===== src/verilog/wdog_defs.svh =====
// constants for the host activity watchdog
`ifndef WDOG_DEFS_SVH
`define WDOG_DEFS_SVH
`define CMD_GROUP       8'h05
`define CMD_FUNCTION    8'h09
`define WSEL_WRITE_BIT  0
`define OPT_LINE_BIT    4
`define OPT_RESET_BIT   5
`define LCFG_LEVEL_BIT  7
`define LCFG_INDEX_MSB  4
`define LINE_COUNT      20
`define RES_OK          8'h00
`define RES_BAD_CMD     8'h01
`define RES_BUSY        8'h02
`define REG_STATUS      8'h00
`define REG_CLEAR       8'h04
`define REG_ENABLE      8'h08
`define REG_CONFIG      8'h0C
`define REG_COUNT       8'h10
`define EV_EXPIRED      0
`define EV_STORED       1
`define EV_REJECTED     2
`define EV_WIDTH        3
`define CLK_MHZ         125
`define ERASE_TIME_NS   2000
`define PROGRAM_TIME_NS 400
`define BOOT_SETTLE     2'h3
`endif


===== src/verilog/wdog_pkg.sv =====
// types shared by the watchdog modules
package wdog_pkg;
  typedef enum logic [1:0] {BOOT_WAIT, BOOT_LOAD, BOOT_RUN} boot_e;
  typedef enum logic [1:0] {ST_IDLE, ST_ERASE, ST_PROGRAM} store_e;
  typedef struct packed {
    logic [7:0]  line_config;
    logic [15:0] period;
    logic [7:0]  options;
  } wdog_cfg_s;
endpackage


===== src/verilog/wdog_cfg_if.sv =====
// live watchdog settings passed from the top to the counter
`timescale 1ns/1ps
interface wdog_cfg_if;
  wdog_pkg::wdog_cfg_s cfg;
  modport src (output cfg);
  modport dst (input cfg);
endinterface


===== src/verilog/host_activity_watchdog.sv =====
// host activity watchdog: command, counter, actions, store, registers
// How it works
// - command uses group 0x05, function 0x09; answer echoes them plus settings
// - watchdog runs whenever the action flags byte is nonzero
// - any incoming host transfer clears the counter
// - outgoing streamed data packets leave the counter alone
// - on reaching the period every selected action is carried out
// - counter steps once per second tick; period spans 1 to 65535
// - flag bits pick device reset and line drive independently
// - line config: level in bit 7, index 0-19 in bits 4-0
// - write select bit 0 stores settings with erase and program
// - jumper at power-up clears stored settings, disabling the watchdog
`timescale 1ns/1ps
`include "wdog_defs.svh"
module host_activity_watchdog (
  input  wire logic        clk,
  input  wire logic        reset_n,
  input  wire logic        second_tick,
  input  wire logic        restore_jumper,
  input  wire logic        host_rx_pulse,
  input  wire logic        stream_tx_pulse,
  input  wire logic        cmd_valid,
  input  wire logic [7:0]  cmd_group,
  input  wire logic [7:0]  cmd_function,
  input  wire logic [7:0]  cmd_write_select,
  input  wire logic [7:0]  cmd_options,
  input  wire logic [15:0] cmd_period,
  input  wire logic [7:0]  cmd_line_config,
  output logic             rsp_valid,
  output logic [7:0]       rsp_group,
  output logic [7:0]       rsp_function,
  output logic [7:0]       rsp_result,
  output logic [7:0]       rsp_options,
  output logic [15:0]      rsp_period,
  output logic [7:0]       rsp_line_config,
  output logic             device_reset_req,
  output logic             line_write,
  output logic [19:0]      line_write_mask,
  output logic             line_write_level,
  input  wire logic [7:0]  reg_addr,
  input  wire logic [31:0] reg_wdata,
  input  wire logic        reg_write,
  input  wire logic        reg_read,
  output logic [31:0]      reg_rdata,
  output logic             irq
);
  // reset release and pin synchronisers
  logic rst_meta, rst_n;
  logic tick_meta, tick_sync, tick_prev;
  logic jmp_meta, jmp_sync;
  logic tick_edge;

  always_ff @(posedge clk or negedge reset_n)
  begin
    if (!reset_n)
    begin
      rst_meta <= 1'b0;
      rst_n    <= 1'b0;
    end
    else
    begin
      rst_meta <= 1'b1;
      rst_n    <= rst_meta;
    end
  end

  always_ff @(posedge clk or negedge rst_n)
  begin
    if (!rst_n)
    begin
      tick_meta <= 1'b0;
      tick_sync <= 1'b0;
      tick_prev <= 1'b0;
      jmp_meta  <= 1'b0;
      jmp_sync  <= 1'b0;
    end
    else
    begin
      tick_meta <= second_tick;
      tick_sync <= tick_meta;
      tick_prev <= tick_sync;
      jmp_meta  <= restore_jumper;
      jmp_sync  <= jmp_meta;
    end
  end

  // the tick is counted on its rising edge only
  assign tick_edge = tick_sync & ~tick_prev;

  wdog_cfg_if cfg_bus ();
  wdog_pkg::wdog_cfg_s cfg, next_cfg;
  assign cfg_bus.cfg = cfg;

  logic        expire;
  logic [15:0] count;
  logic        activity;

  // outgoing stream packets are deliberately not an input here
  assign activity = host_rx_pulse | cmd_valid;

  expiry_counter u_counter (
    .clk      (clk),
    .rst_n    (rst_n),
    .tick     (tick_edge),
    .clear    (activity),
    .cfg_port (cfg_bus.dst),
    .expire   (expire),
    .count    (count)
  );

  logic        st_wr, st_rd, st_busy;
  logic [31:0] st_wdata, st_rdata;
  logic [15:0] st_wear;

  settings_store u_store (
    .clk     (clk),
    .rst_n   (rst_n),
    .wr_req  (st_wr),
    .wr_data (st_wdata),
    .rd_req  (st_rd),
    .busy    (st_busy),
    .rd_data (st_rdata),
    .wear    (st_wear)
  );

  function automatic logic [19:0] line_decode(input logic [7:0] lc);
    logic [4:0] idx;
    idx = lc[`LCFG_INDEX_MSB:0];
    if (idx < 5'(`LINE_COUNT))
      return 20'(20'h00001 << idx);
    return 20'h00000;
  endfunction

  // boot restore, command handling and the settings they change
  wdog_pkg::boot_e boot, next_boot;
  logic [1:0] settle, next_settle;
  logic       next_rsp_valid;
  logic [7:0] next_result;
  logic       cmd_ok, cmd_wr, rejected, stored;

  assign cmd_ok = cmd_group == `CMD_GROUP &&
                  cmd_function == `CMD_FUNCTION;
  assign cmd_wr = cmd_write_select[`WSEL_WRITE_BIT];

  always_comb
  begin
    next_boot      = boot;
    next_settle    = settle;
    next_cfg       = cfg;
    next_rsp_valid = 1'b0;
    next_result    = rsp_result;
    st_wr          = 1'b0;
    st_rd          = 1'b0;
    st_wdata       = cfg;
    rejected       = 1'b0;
    stored         = 1'b0;
    case (boot)
      wdog_pkg::BOOT_WAIT:
        if (settle != `BOOT_SETTLE)
          next_settle = settle + 2'h1;
        else if (jmp_sync)
        begin
          next_cfg  = '0;
          st_wr     = 1'b1;
          st_wdata  = 32'h00000000;
          next_boot = wdog_pkg::BOOT_RUN;
        end
        else
        begin
          st_rd     = 1'b1;
          next_boot = wdog_pkg::BOOT_LOAD;
        end
      wdog_pkg::BOOT_LOAD:
      begin
        next_cfg  = st_rdata;
        next_boot = wdog_pkg::BOOT_RUN;
      end
      wdog_pkg::BOOT_RUN: ;
      default: next_boot = wdog_pkg::BOOT_WAIT;
    endcase
    if (cmd_valid)
    begin
      next_rsp_valid = 1'b1;
      next_result    = `RES_OK;
      if (!cmd_ok)
      begin
        next_result = `RES_BAD_CMD;
        rejected    = 1'b1;
      end
      else if (cmd_wr && (boot != wdog_pkg::BOOT_RUN || st_busy))
      begin
        next_result = `RES_BUSY;
        rejected    = 1'b1;
      end
      else if (cmd_wr)
      begin
        next_cfg = '{line_config: cmd_line_config, period: cmd_period,
                     options: cmd_options};
        st_wr    = 1'b1;
        st_wdata = next_cfg;
        stored   = 1'b1;
      end
    end
  end

  always_ff @(posedge clk or negedge rst_n)
  begin
    if (!rst_n)
    begin
      boot       <= wdog_pkg::BOOT_WAIT;
      settle     <= 2'h0;
      cfg        <= '0;
      rsp_valid  <= 1'b0;
      rsp_result <= `RES_OK;
    end
    else
    begin
      boot       <= next_boot;
      settle     <= next_settle;
      cfg        <= next_cfg;
      rsp_valid  <= next_rsp_valid;
      rsp_result <= next_result;
    end
  end

  // answer echoes the codes and the settings now in force
  assign rsp_group       = `CMD_GROUP;
  assign rsp_function    = `CMD_FUNCTION;
  assign rsp_options     = cfg.options;
  assign rsp_period      = cfg.period;
  assign rsp_line_config = cfg.line_config;

  // expiry actions, one-cycle pulses; a line index above 19 does nothing
  logic        next_dev_rst, next_line_wr, next_level;
  logic [19:0] next_mask;

  always_comb
  begin
    next_dev_rst = expire && cfg.options[`OPT_RESET_BIT];
    next_line_wr = expire && cfg.options[`OPT_LINE_BIT];
    next_mask    = next_line_wr ? line_decode(cfg.line_config) : 20'h00000;
    next_level   = next_line_wr ? cfg.line_config[`LCFG_LEVEL_BIT]
                                : line_write_level;
  end

  always_ff @(posedge clk or negedge rst_n)
  begin
    if (!rst_n)
    begin
      device_reset_req <= 1'b0;
      line_write       <= 1'b0;
      line_write_mask  <= 20'h00000;
      line_write_level <= 1'b0;
    end
    else
    begin
      device_reset_req <= next_dev_rst;
      line_write       <= next_line_wr;
      line_write_mask  <= next_mask;
      line_write_level <= next_level;
    end
  end

  // register slave and interrupt; a new event beats a clear
  logic [`EV_WIDTH-1:0] status, next_status, enable, next_enable;
  logic [`EV_WIDTH-1:0] events;
  logic [31:0]          next_rdata;

  assign events = {rejected, stored, expire};

  always_comb
  begin
    next_status = status;
    next_enable = enable;
    if (reg_write && reg_addr == `REG_CLEAR)
      next_status = status & ~reg_wdata[`EV_WIDTH-1:0];
    next_status = next_status | events;
    if (reg_write && reg_addr == `REG_ENABLE)
      next_enable = reg_wdata[`EV_WIDTH-1:0];
    next_rdata = 32'h00000000;
    if (reg_read)
      case (reg_addr)
        `REG_STATUS: next_rdata = 32'(status);
        `REG_ENABLE: next_rdata = 32'(enable);
        `REG_CONFIG: next_rdata = cfg;
        `REG_COUNT:  next_rdata = {st_wear, count};
        default:     next_rdata = 32'h00000000;
      endcase
  end

  always_ff @(posedge clk or negedge rst_n)
  begin
    if (!rst_n)
    begin
      status    <= '0;
      enable    <= '0;
      reg_rdata <= 32'h00000000;
    end
    else
    begin
      status    <= next_status;
      enable    <= next_enable;
      reg_rdata <= next_rdata;
    end
  end

  assign irq = |(status & enable);
endmodule


===== src/verilog/settings_store.sv =====
// non-volatile settings word with erase and program cycle
`timescale 1ns/1ps
`include "wdog_defs.svh"
module settings_store #(
  parameter int ERASE_NS   = `ERASE_TIME_NS,
  parameter int PROGRAM_NS = `PROGRAM_TIME_NS
) (
  input  wire logic        clk,
  input  wire logic        rst_n,
  input  wire logic        wr_req,
  input  wire logic [31:0] wr_data,
  input  wire logic        rd_req,
  output logic             busy,
  output logic [31:0]      rd_data,
  output logic [15:0]      wear
);
  function automatic logic [11:0] ns_to_cycles(input int ns);
    return 12'((ns * `CLK_MHZ + 999) / 1000);
  endfunction
  localparam logic [11:0] ERASE_CYC = ns_to_cycles(ERASE_NS);
  localparam logic [11:0] PROG_CYC  = ns_to_cycles(PROGRAM_NS);

  wdog_pkg::store_e state, next_state;
  logic [11:0] timer, next_timer;
  logic [31:0] latch, next_latch;
  logic [15:0] next_wear;
  logic [7:0]  mem [4];

  assign busy = (state != wdog_pkg::ST_IDLE);

  // erase first, then program; each write taken adds one to wear, which holds at FFFF
  always_comb
  begin
    next_state = state;
    next_timer = timer;
    next_latch = latch;
    next_wear  = wear;
    case (state)
      wdog_pkg::ST_IDLE:
        if (wr_req)
        begin
          next_state = wdog_pkg::ST_ERASE;
          next_timer = ERASE_CYC - 12'h001;
          next_latch = wr_data;
          next_wear  = (wear == 16'hFFFF) ? wear : wear + 16'h0001;
        end
      wdog_pkg::ST_ERASE:
        if (timer == 12'h000)
        begin
          next_state = wdog_pkg::ST_PROGRAM;
          next_timer = PROG_CYC - 12'h001;
        end
        else
          next_timer = timer - 12'h001;
      wdog_pkg::ST_PROGRAM:
        if (timer == 12'h000)
          next_state = wdog_pkg::ST_IDLE;
        else
          next_timer = timer - 12'h001;
      default: next_state = wdog_pkg::ST_IDLE;
    endcase
  end

  always_ff @(posedge clk or negedge rst_n)
  begin
    if (!rst_n)
    begin
      state   <= wdog_pkg::ST_IDLE;
      timer   <= 12'h000;
      latch   <= 32'h00000000;
      wear    <= 16'h0000;
      rd_data <= 32'h00000000;
    end
    else
    begin
      state <= next_state;
      timer <= next_timer;
      latch <= next_latch;
      wear  <= next_wear;
      if (rd_req)
        rd_data <= {mem[3], mem[2], mem[1], mem[0]};
    end
  end

  // array keeps its contents across resets, as flash would
  always_ff @(posedge clk)
  begin
    for (int i = 0; i < 4; i++)
    begin
      if (state == wdog_pkg::ST_ERASE && timer == 12'h000)
        mem[i] <= 8'hFF;
      else if (state == wdog_pkg::ST_PROGRAM && timer == 12'h000)
        mem[i] <= latch[8*i +: 8];
    end
  end
endmodule


===== src/verilog/expiry_counter.sv =====
// seconds counter cleared by host traffic, expiring at the period
`timescale 1ns/1ps
module expiry_counter (
  input  wire logic  clk,
  input  wire logic  rst_n,
  input  wire logic  tick,
  input  wire logic  clear,
  wdog_cfg_if.dst    cfg_port,
  output logic       expire,
  output logic [15:0] count
);
  logic        active;
  logic        next_expire;
  logic [15:0] next_count;

  assign active = |cfg_port.cfg.options;

  // period zero never expires; the count just wraps
  always_comb
  begin
    next_expire = 1'b0;
    next_count  = count;
    if (clear || !active)
      next_count = 16'h0000;
    else if (tick)
    begin
      if (cfg_port.cfg.period != 16'h0000 &&
          count + 16'h0001 == cfg_port.cfg.period)
      begin
        next_expire = 1'b1;
        next_count  = 16'h0000;
      end
      else
        next_count = count + 16'h0001;
    end
  end

  always_ff @(posedge clk or negedge rst_n)
  begin
    if (!rst_n)
    begin
      count  <= 16'h0000;
      expire <= 1'b0;
    end
    else
    begin
      count  <= next_count;
      expire <= next_expire;
    end
  end
endmodule


===== config.mk =====
export PLATFORM = sky130hd
export DESIGN_NAME = host_activity_watchdog
export DESIGN_NICKNAME = d
export VERILOG_FILES = /design/src/verilog/wdog_pkg.sv /design/src/verilog/wdog_cfg_if.sv /design/src/verilog/host_activity_watchdog.sv /design/src/verilog/settings_store.sv /design/src/verilog/expiry_counter.sv
export VERILOG_INCLUDE_DIRS = /design/src /design/src/verilog
export SDC_FILE = /design/constraint.sdc
export NUM_CORES = 1
export LEC_CHECK = 0
export ABC_AREA = 1
export BUFFER_PORTS_ARGS = -buffer_cell sky130_fd_sc_hd__buf_2
export CAP_MARGIN = 10
export CELL_PAD_IN_SITES_DETAIL_PLACEMENT = 0
export CELL_PAD_IN_SITES_GLOBAL_PLACEMENT = 2
export CORE_MARGIN = 5
export CORE_UTILIZATION = 31
export CTS_BUF_LIST = sky130_fd_sc_hd__clkbuf_8
export DETAILED_ROUTE_END_ITERATION = 10
export GPL_ROUTABILITY_DRIVEN = 0
export PLACE_DENSITY_LB_ADDON = 0.12
export RECOVER_POWER = 50
export SLEW_MARGIN = 20
export SYNTH_ARGS = -nofsm -noshare
export SYNTH_HDL_FRONTEND = slang
export SYNTH_SLANG_ARGS = --single-unit

===== constraint.sdc =====
create_clock -name clk -period 6.6 [get_ports clk]
set_input_delay 0.33 -clock clk [delete_from_list [all_inputs] [get_ports clk]]
set_output_delay 0.33 -clock clk [all_outputs]
set_load 0.01 [all_outputs]

# Word level (Yosys, flattened, before mapping)
# Memories as Yosys holds them, arrays and structs flattened. A register that Yosys moved wholly into a read port is not among the register bits.
# Index checks and enable logic that the tools add are counted.
# W data, S select, Z words.
[word_totals]
regBits = 192
ram_bits = 32
inputBits = 105
output_inout_bits = 113
n_memories = 1
[memory_table]
columns = ["name", "depth", "width", "rd", "rd_clocked_by_memory_dff", "wr", "line", "rtl"]
rows = [
  ["u_store.mem", 4, 8, 4, 4, 4, "settings_store.sv:27", "logic [7:0] mem [4];"],
]
[classes]
add_sub_neg = 4
n_lt_le_gt_ge = 1
eq_ne = 19
shifts = 1
mux = 65
bitwise_logic = 13
reduce_logical = 32
[ops]
columns = ["op", "n"]
rows = [
  ["$mux W32", 12],
  ["$pmux W32 S4", 1],
  ["$pmux W32 S2", 1],
  ["$mux W20", 3],
  ["$mux W16", 3],
  ["$mux W12", 3],
  ["$pmux W12 S3", 1],
  ["$add A16 B1 Y16 const B", 2],
  ["$mux W8", 4],
  ["$mux W1", 27],
  ["$eq A8 B4 Y1 const B", 3],
  ["$shl A1 B5 Y20 const A", 1],
  ["$eq A16 B16 Y1", 1],
  ["$eq A16 B16 Y1 const B", 1],
  ["$eq A8 B3 Y1 const B", 2],
  ["$reduce_bool A16 Y1", 1],
  ["$mux W2", 7],
  ["$logic_not A12 Y1", 1],
  ["$pmux W2 S3", 2],
  ["$sub A12 B1 Y12 const B", 1],
  ["$ne A2 B2 Y1 const B", 5],
  ["$logic_and A1 B1 Y1", 9],
  ["$reduce_and A3 Y1", 3],
  ["$eq A8 B5 Y1 const B", 1],
  ["21 further kinds", 40],
]

# Longest topological paths before layout
[logic_depth]
word_depth = 9
ltp_mapped = 15
mapped_depth_nobuf = 14

# Modules after synthesis
# Synthesis repeated with hierarchy kept, for this count alone.
[unflattened]
cells_unflattened = 1553
hier_area_um2 = 12645.9
[by_module_without_submodules]
columns = ["module", "instances", "cells_per_inst", "area_each_um2"]
rows = [
  ["settings_store", 1, 560, 5557.8],
  ["host_activity_watchdog", 1, 695, 5397.7],
  ["expiry_counter", 1, 298, 1690.4],
]

# Least setup slack after synthesis
# OpenSTA, ideal clock, no wires.
[synth_timing]
kind = "reg-to-reg"
startpoint = "register u_store.timer[0]"
endpoint = "memory u_store.mem[0][0] (enable)"
arrival_time_ns = 2.239
required_time_ns = 6.179
setup_slack_ns = 3.940
stages_incl_launch_ff = 7
path_buffers = 0
cell_sequence = "dfrtp_1 inv_1 ha_1 inv_1 nor2_1 nand3_1 nor2_1"
[synth_rtl]
columns = ["item", "line", "rtl"]
rows = [
  ["from (decl)", "settings_store.sv:24", "logic [11:0] timer, next_timer;"],
  ["from (signal assigned)", "settings_store.sv:77", "timer <= next_timer;"],
  ["to (decl)", "settings_store.sv:27", ""],
]

# Worst setup path after layout
[layout_timing]
startpoint = "register boot[0]"
endpoint = "register u_store.wear[0]"
[layout_between]
elab_chain_len = 7
word_cells_on_any_way = 10
classes_between = "eq/ne (1); mux (5); reduce/logical (4)"
[layout_lines]
columns = ["item", "line", "rtl"]
rows = [
  ["from (decl)", "host_activity_watchdog.sv:135", "wdog_pkg::boot_e boot, next_boot;"],
  ["from (signal assigned)", "host_activity_watchdog.sv:210", "boot <= wdog_pkg::BOOT_WAIT;"],
  ["from (signal assigned)", "host_activity_watchdog.sv:218", "boot <= next_boot;"],
  ["$logic_not A2 Y1 or $ne A2 B2 Y1 (tied branches)", "host_activity_watchdog.sv:157, host_activity_watchdog.sv:190", ""],
  ["$mux W1 or $logic_or A1 B1 Y1 (tied branches)", "host_activity_watchdog.sv:157, host_activity_watchdog.sv:190", ""],
  ["$mux W1 or $logic_and A1 B1 Y1 (tied branches)", "host_activity_watchdog.sv:195, host_activity_watchdog.sv:190", ""],
  ["$mux W1", "host_activity_watchdog.sv:190", "else if (cmd_wr && (boot != wdog_pkg::BOOT_RUN || st_busy))"],
  ["$mux W1", "host_activity_watchdog.sv:185", "if (!cmd_ok)"],
  ["$mux W1 (*)", "host_activity_watchdog.sv:181", "if (cmd_valid)"],
  ["$reduce_and A3 Y1 (no source line) (*)", "-", ""],
  ["to (signal assigned)", "settings_store.sv:79", "wear <= next_wear;"],
  ["to (decl)", "settings_store.sv:15", "output logic [15:0] wear"],
]
# Mark *: on every way between the ends. The rest lies on a longest branch, timed or not.
# A chain may end at the register's enable or synchronous reset.

==> run_results.csv <==
group,metric,value,unit
finish,nFillCells,3919,
detailed_routing,wl_met3,1.33,mm
finish,fin_cells,2043,
floorplan,die_y,202,um
detailed_routing,first_pass_iters,5,
clock_network,cts.repair.resized,0,
logic_synthesis,synth_area,11400,um2
detailed_routing,drtAntennaViolNets,0,
timing,fin_setup_tns,0,ns
detailed_routing,top_layer,"met4",
placement,post-dp-hpwl,23.6,mm
global_routing,grt_usage,17.4,%
timing,final-max-slew-violation-count,121,
placement,numPlacedInstances,1916,
setup_path,worstSetupEndpointType,"flip-flop",
hold_path,hold_class,"in -> reg",
setup_path,rr_endpoint,"u_store.wear[0]$_DFFE_PN0P_",
pwr,powerDensity,338,nW/um2
global_routing,grt_pass1_wl,56.7,mm
setup_path,reg2reg_from,"boot[0]$_DFFE_PN0P_",
finish,drive_above_1_share,13.1,%
global_routing,grt_max_degree,151,
floorplan,dieWidth,202,um
finish,area_growth,22.4,%
clock_network,cts_hold_buffers,37,
run_status,status,"finished, violations left",
setup_path,crit_type,"reg -> reg",
timing,fmax,242,MHz
detailed_routing,wl,35.3,mm
timing,setup_viol,0,
clock_network,post_cts_buffers,0,
floorplan,die_area,40800,um2
setup_path,rrSetupSlack,2.46,ns
setup_path,crit_arrival,4.58,ns
timing,skew,0.0289,ns
pwr,ir_drop,0.204,mV
logic_synthesis,synth.avg_cell_area,8.63,um2
clock_network,cts_made_buffers,48,
timing,post-route-period-util,62.7,%
timing,hold_violations,0,
clock_network,cts-root-buf,"clkbuf_8",
logic_synthesis,syn_inst,1324,
floorplan,initial_utilization,31.3,%
timing,finalWorstSetupSlack,2.46,ns
floorplan,core_area,36500,um2
detailed_routing,drt-met1-wl,16.4,mm
job,drv_cap,3,
global_routing,overflow,0,
floorplan,num_rows,70,
placement,io_buffers,158,
timing,slew_headroom,-79.5,%
timing,period_needed,4.14,ns
finish,antenna_cells,0,
clock_network,clk_path_buf_depth,3,
logic_synthesis,synth.distinct_cells,36,
setup_path,cp_data_required_time,7.04,ns
clock_network,clk-insertion-delay-late,0.60,ns
logic_synthesis,synth-seq-area-share,56.1,%
pwr,report.power.total,4730,uW
global_routing,antenna_found_initial,0,
detailed_routing,drc,0,
finish,final_common_cell,"nand2_1",
logic_synthesis,ys.flop_type,"dfrtp_1",
placement,dp_slack,3.15,ns
global_routing,first_global_vias,9828,
detailed_routing,met2_length,16.8,mm
clock_network,cts.sinks,250,
finish,layout_common_cells,"367 x nand2_1, 218 x dfrtp_1, 187 x inv_1",
clock_network,clk_pin_slew_worst_paths,0.05,ns
detailed_routing,vias,9415,
run_status,violations,"max-capacitance violations, max-slew violations",
pwr,p_leak,0.00647,uW
floorplan,ios,218,
timing,holdWs,0.0411,ns
setup_path,start_kind,"flip-flop",
setup_path,reg2regPathDepth,11,
detailed_routing,first_iter_violations,539,
clock_network,htreeDepth,2,
logic_synthesis,async_reset_ff_share,87.2,%
logic_synthesis,synth.yosys.warnings,0,
hold_path,min_from,"cmd_period[5]",
logic_synthesis,synth_seq_cells,250,
clock_network,cts_tree,"done",
finish,final_nets,1650,
timing,rsz0062_at_grt,"no",
detailed_routing,viasPerCell,4.61,
logic_synthesis,synth_edf_count,32,
hold_path,min_path_cells,3,
setup_path,cp_max_fo,65,
detailed_routing,routedWlPerCell,17.3,um
timing,max_slew.worst_pin.slew,2.69,ns
hold_path,min_to,"u_store.latch[13]$_DFFE_PN0P_",
## flip-flops by register name (all words and copies together), names as in the netlist, 2 cells and up
signal,flops
u_store.state,2
status,3
u_store.rd_data,32
settle,2
u_store.wear,16
rsp_options,8
u_store.latch,32
reg_rdata,32
rsp_line_config,8
u_store.mem,32
u_counter.count,16
line_write_mask,20
boot,2
enable,3
u_store.timer,12
rsp_period,16
rsp_result,2
## area by class of cell
class / count / area, um2 / area share (%)
clock inverter: 25 / 141 / 1.01
sequential: 250 / 6420 / 45.9
inverter: 174 / 653 / 4.67
timing repair buffer: 208 / 1200 / 8.57
clock buffer: 64 / 881 / 6.30
tap: 468 / 586 / 4.18
multi-input combinational: 854 / 4120 / 29.4
## cell families after synthesis
logic type / count (synthesis) / share of synthesized area (%)
adders and majority gates: 9 / 0.985
and+or+nand+nor: 620 / 22.5
buffers and inverters: 241 / 8.76
xor gates and xnor gates: 28 / 2.27
AOI/OAI and AO/OA: 173 / 9.16
other: 2 / 0.0657
DFF: 250 / 56.1
muxes: 1 / 0.0985
## critical path: stages (launching register included)
cell,delay [ns]
dfrtp_1,0.35
clkbuf_1,0.84
nor2_1,0.34
nand2_1,0.18
nor2_1,0.12
nand2_1,0.10
inv_2,0.06
buf_4,0.54
nor2_1,0.18
nor2_4,0.55
nand2_2,0.43
xor2_1,0.25
## worst max path at each step
| stage | start | endpoint | slack (ns) | depth (start not counted) |
|---|---|---|---|---|
| floorplan | rst_n$_DFF_PN0_ | boot[0]$_DFFE_PN0P_ | 0.08 | 0 |
| global route | boot[0]$_DFFE_PN0P_ | u_store.timer[4]$_DFFE_PN0P_ | 2.04 | 12 |
| CTS | boot[0]$_DFFE_PN0P_ | u_store.wear[0]$_DFFE_PN0P_ | 3.11 | 11 |
| finish | boot[0]$_DFFE_PN0P_ | u_store.wear[0]$_DFFE_PN0P_ | 2.46 | 11 |
| global placement | boot[0]$_DFFE_PN0P_ | u_store.wear[0]$_DFFE_PN0P_ | 3.09 | 11 |
| detailed placement | boot[0]$_DFFE_PN0P_ | u_store.wear[0]$_DFFE_PN0P_ | 3.15 | 11 |
## stage by stage
step	utilization (%)	cell area, um2
2_1_floorplan	-	11500
3_3_place_gp	34.7	12700
3_5_place_dp	34.7	12700
4_1_cts	38.5	14100
5_1_grt	38.3	14000
6_report	38.3	14000
## routing by layer
metal	track usage, %	vias up
met5	0	-
met4	5.35	0
met3	2.81	52
met2	28.6	154
met1	23.7	4553
li1	-	4656
## power by group
part	internal, uW	total [uW]	switching (uW)	leakage, uW
Sequential	1800	2030	229	0.00328
Clock	907	1600	693	0.000596
Combinational	355	1110	751	0.00260
## synthesized netlist by cell type (2+ instances only)
cell,number,area share (%)
nand2_1,367,12
dfrtp_1,218,48
inv_1,170,5.6
nor2_1,129,4.2
o21ai_0,92,4.0
nand3_1,76,3.3
clkbuf_1,39,1.3
o22ai_1,33,1.8
a32oi_1,32,2.5
edfxtp_1,32,8.4
buf_4,22,1.4
xor2_1,22,1.7
nand2_2,12,0.66
nand4_1,11,0.60
a21oi_1,9,0.39
ha_1,9,0.99
nor3_1,9,0.39
buf_2,5,0.22
nor2_2,5,0.27
xnor2_1,5,0.38
nor2_4,4,0.39
nor4_1,4,0.22
inv_2,3,0.099
a211oi_1,2,0.13
conb_1,2,0.066
o211ai_1,2,0.13
Note: power is estimated with default switching activity, not from simulation.
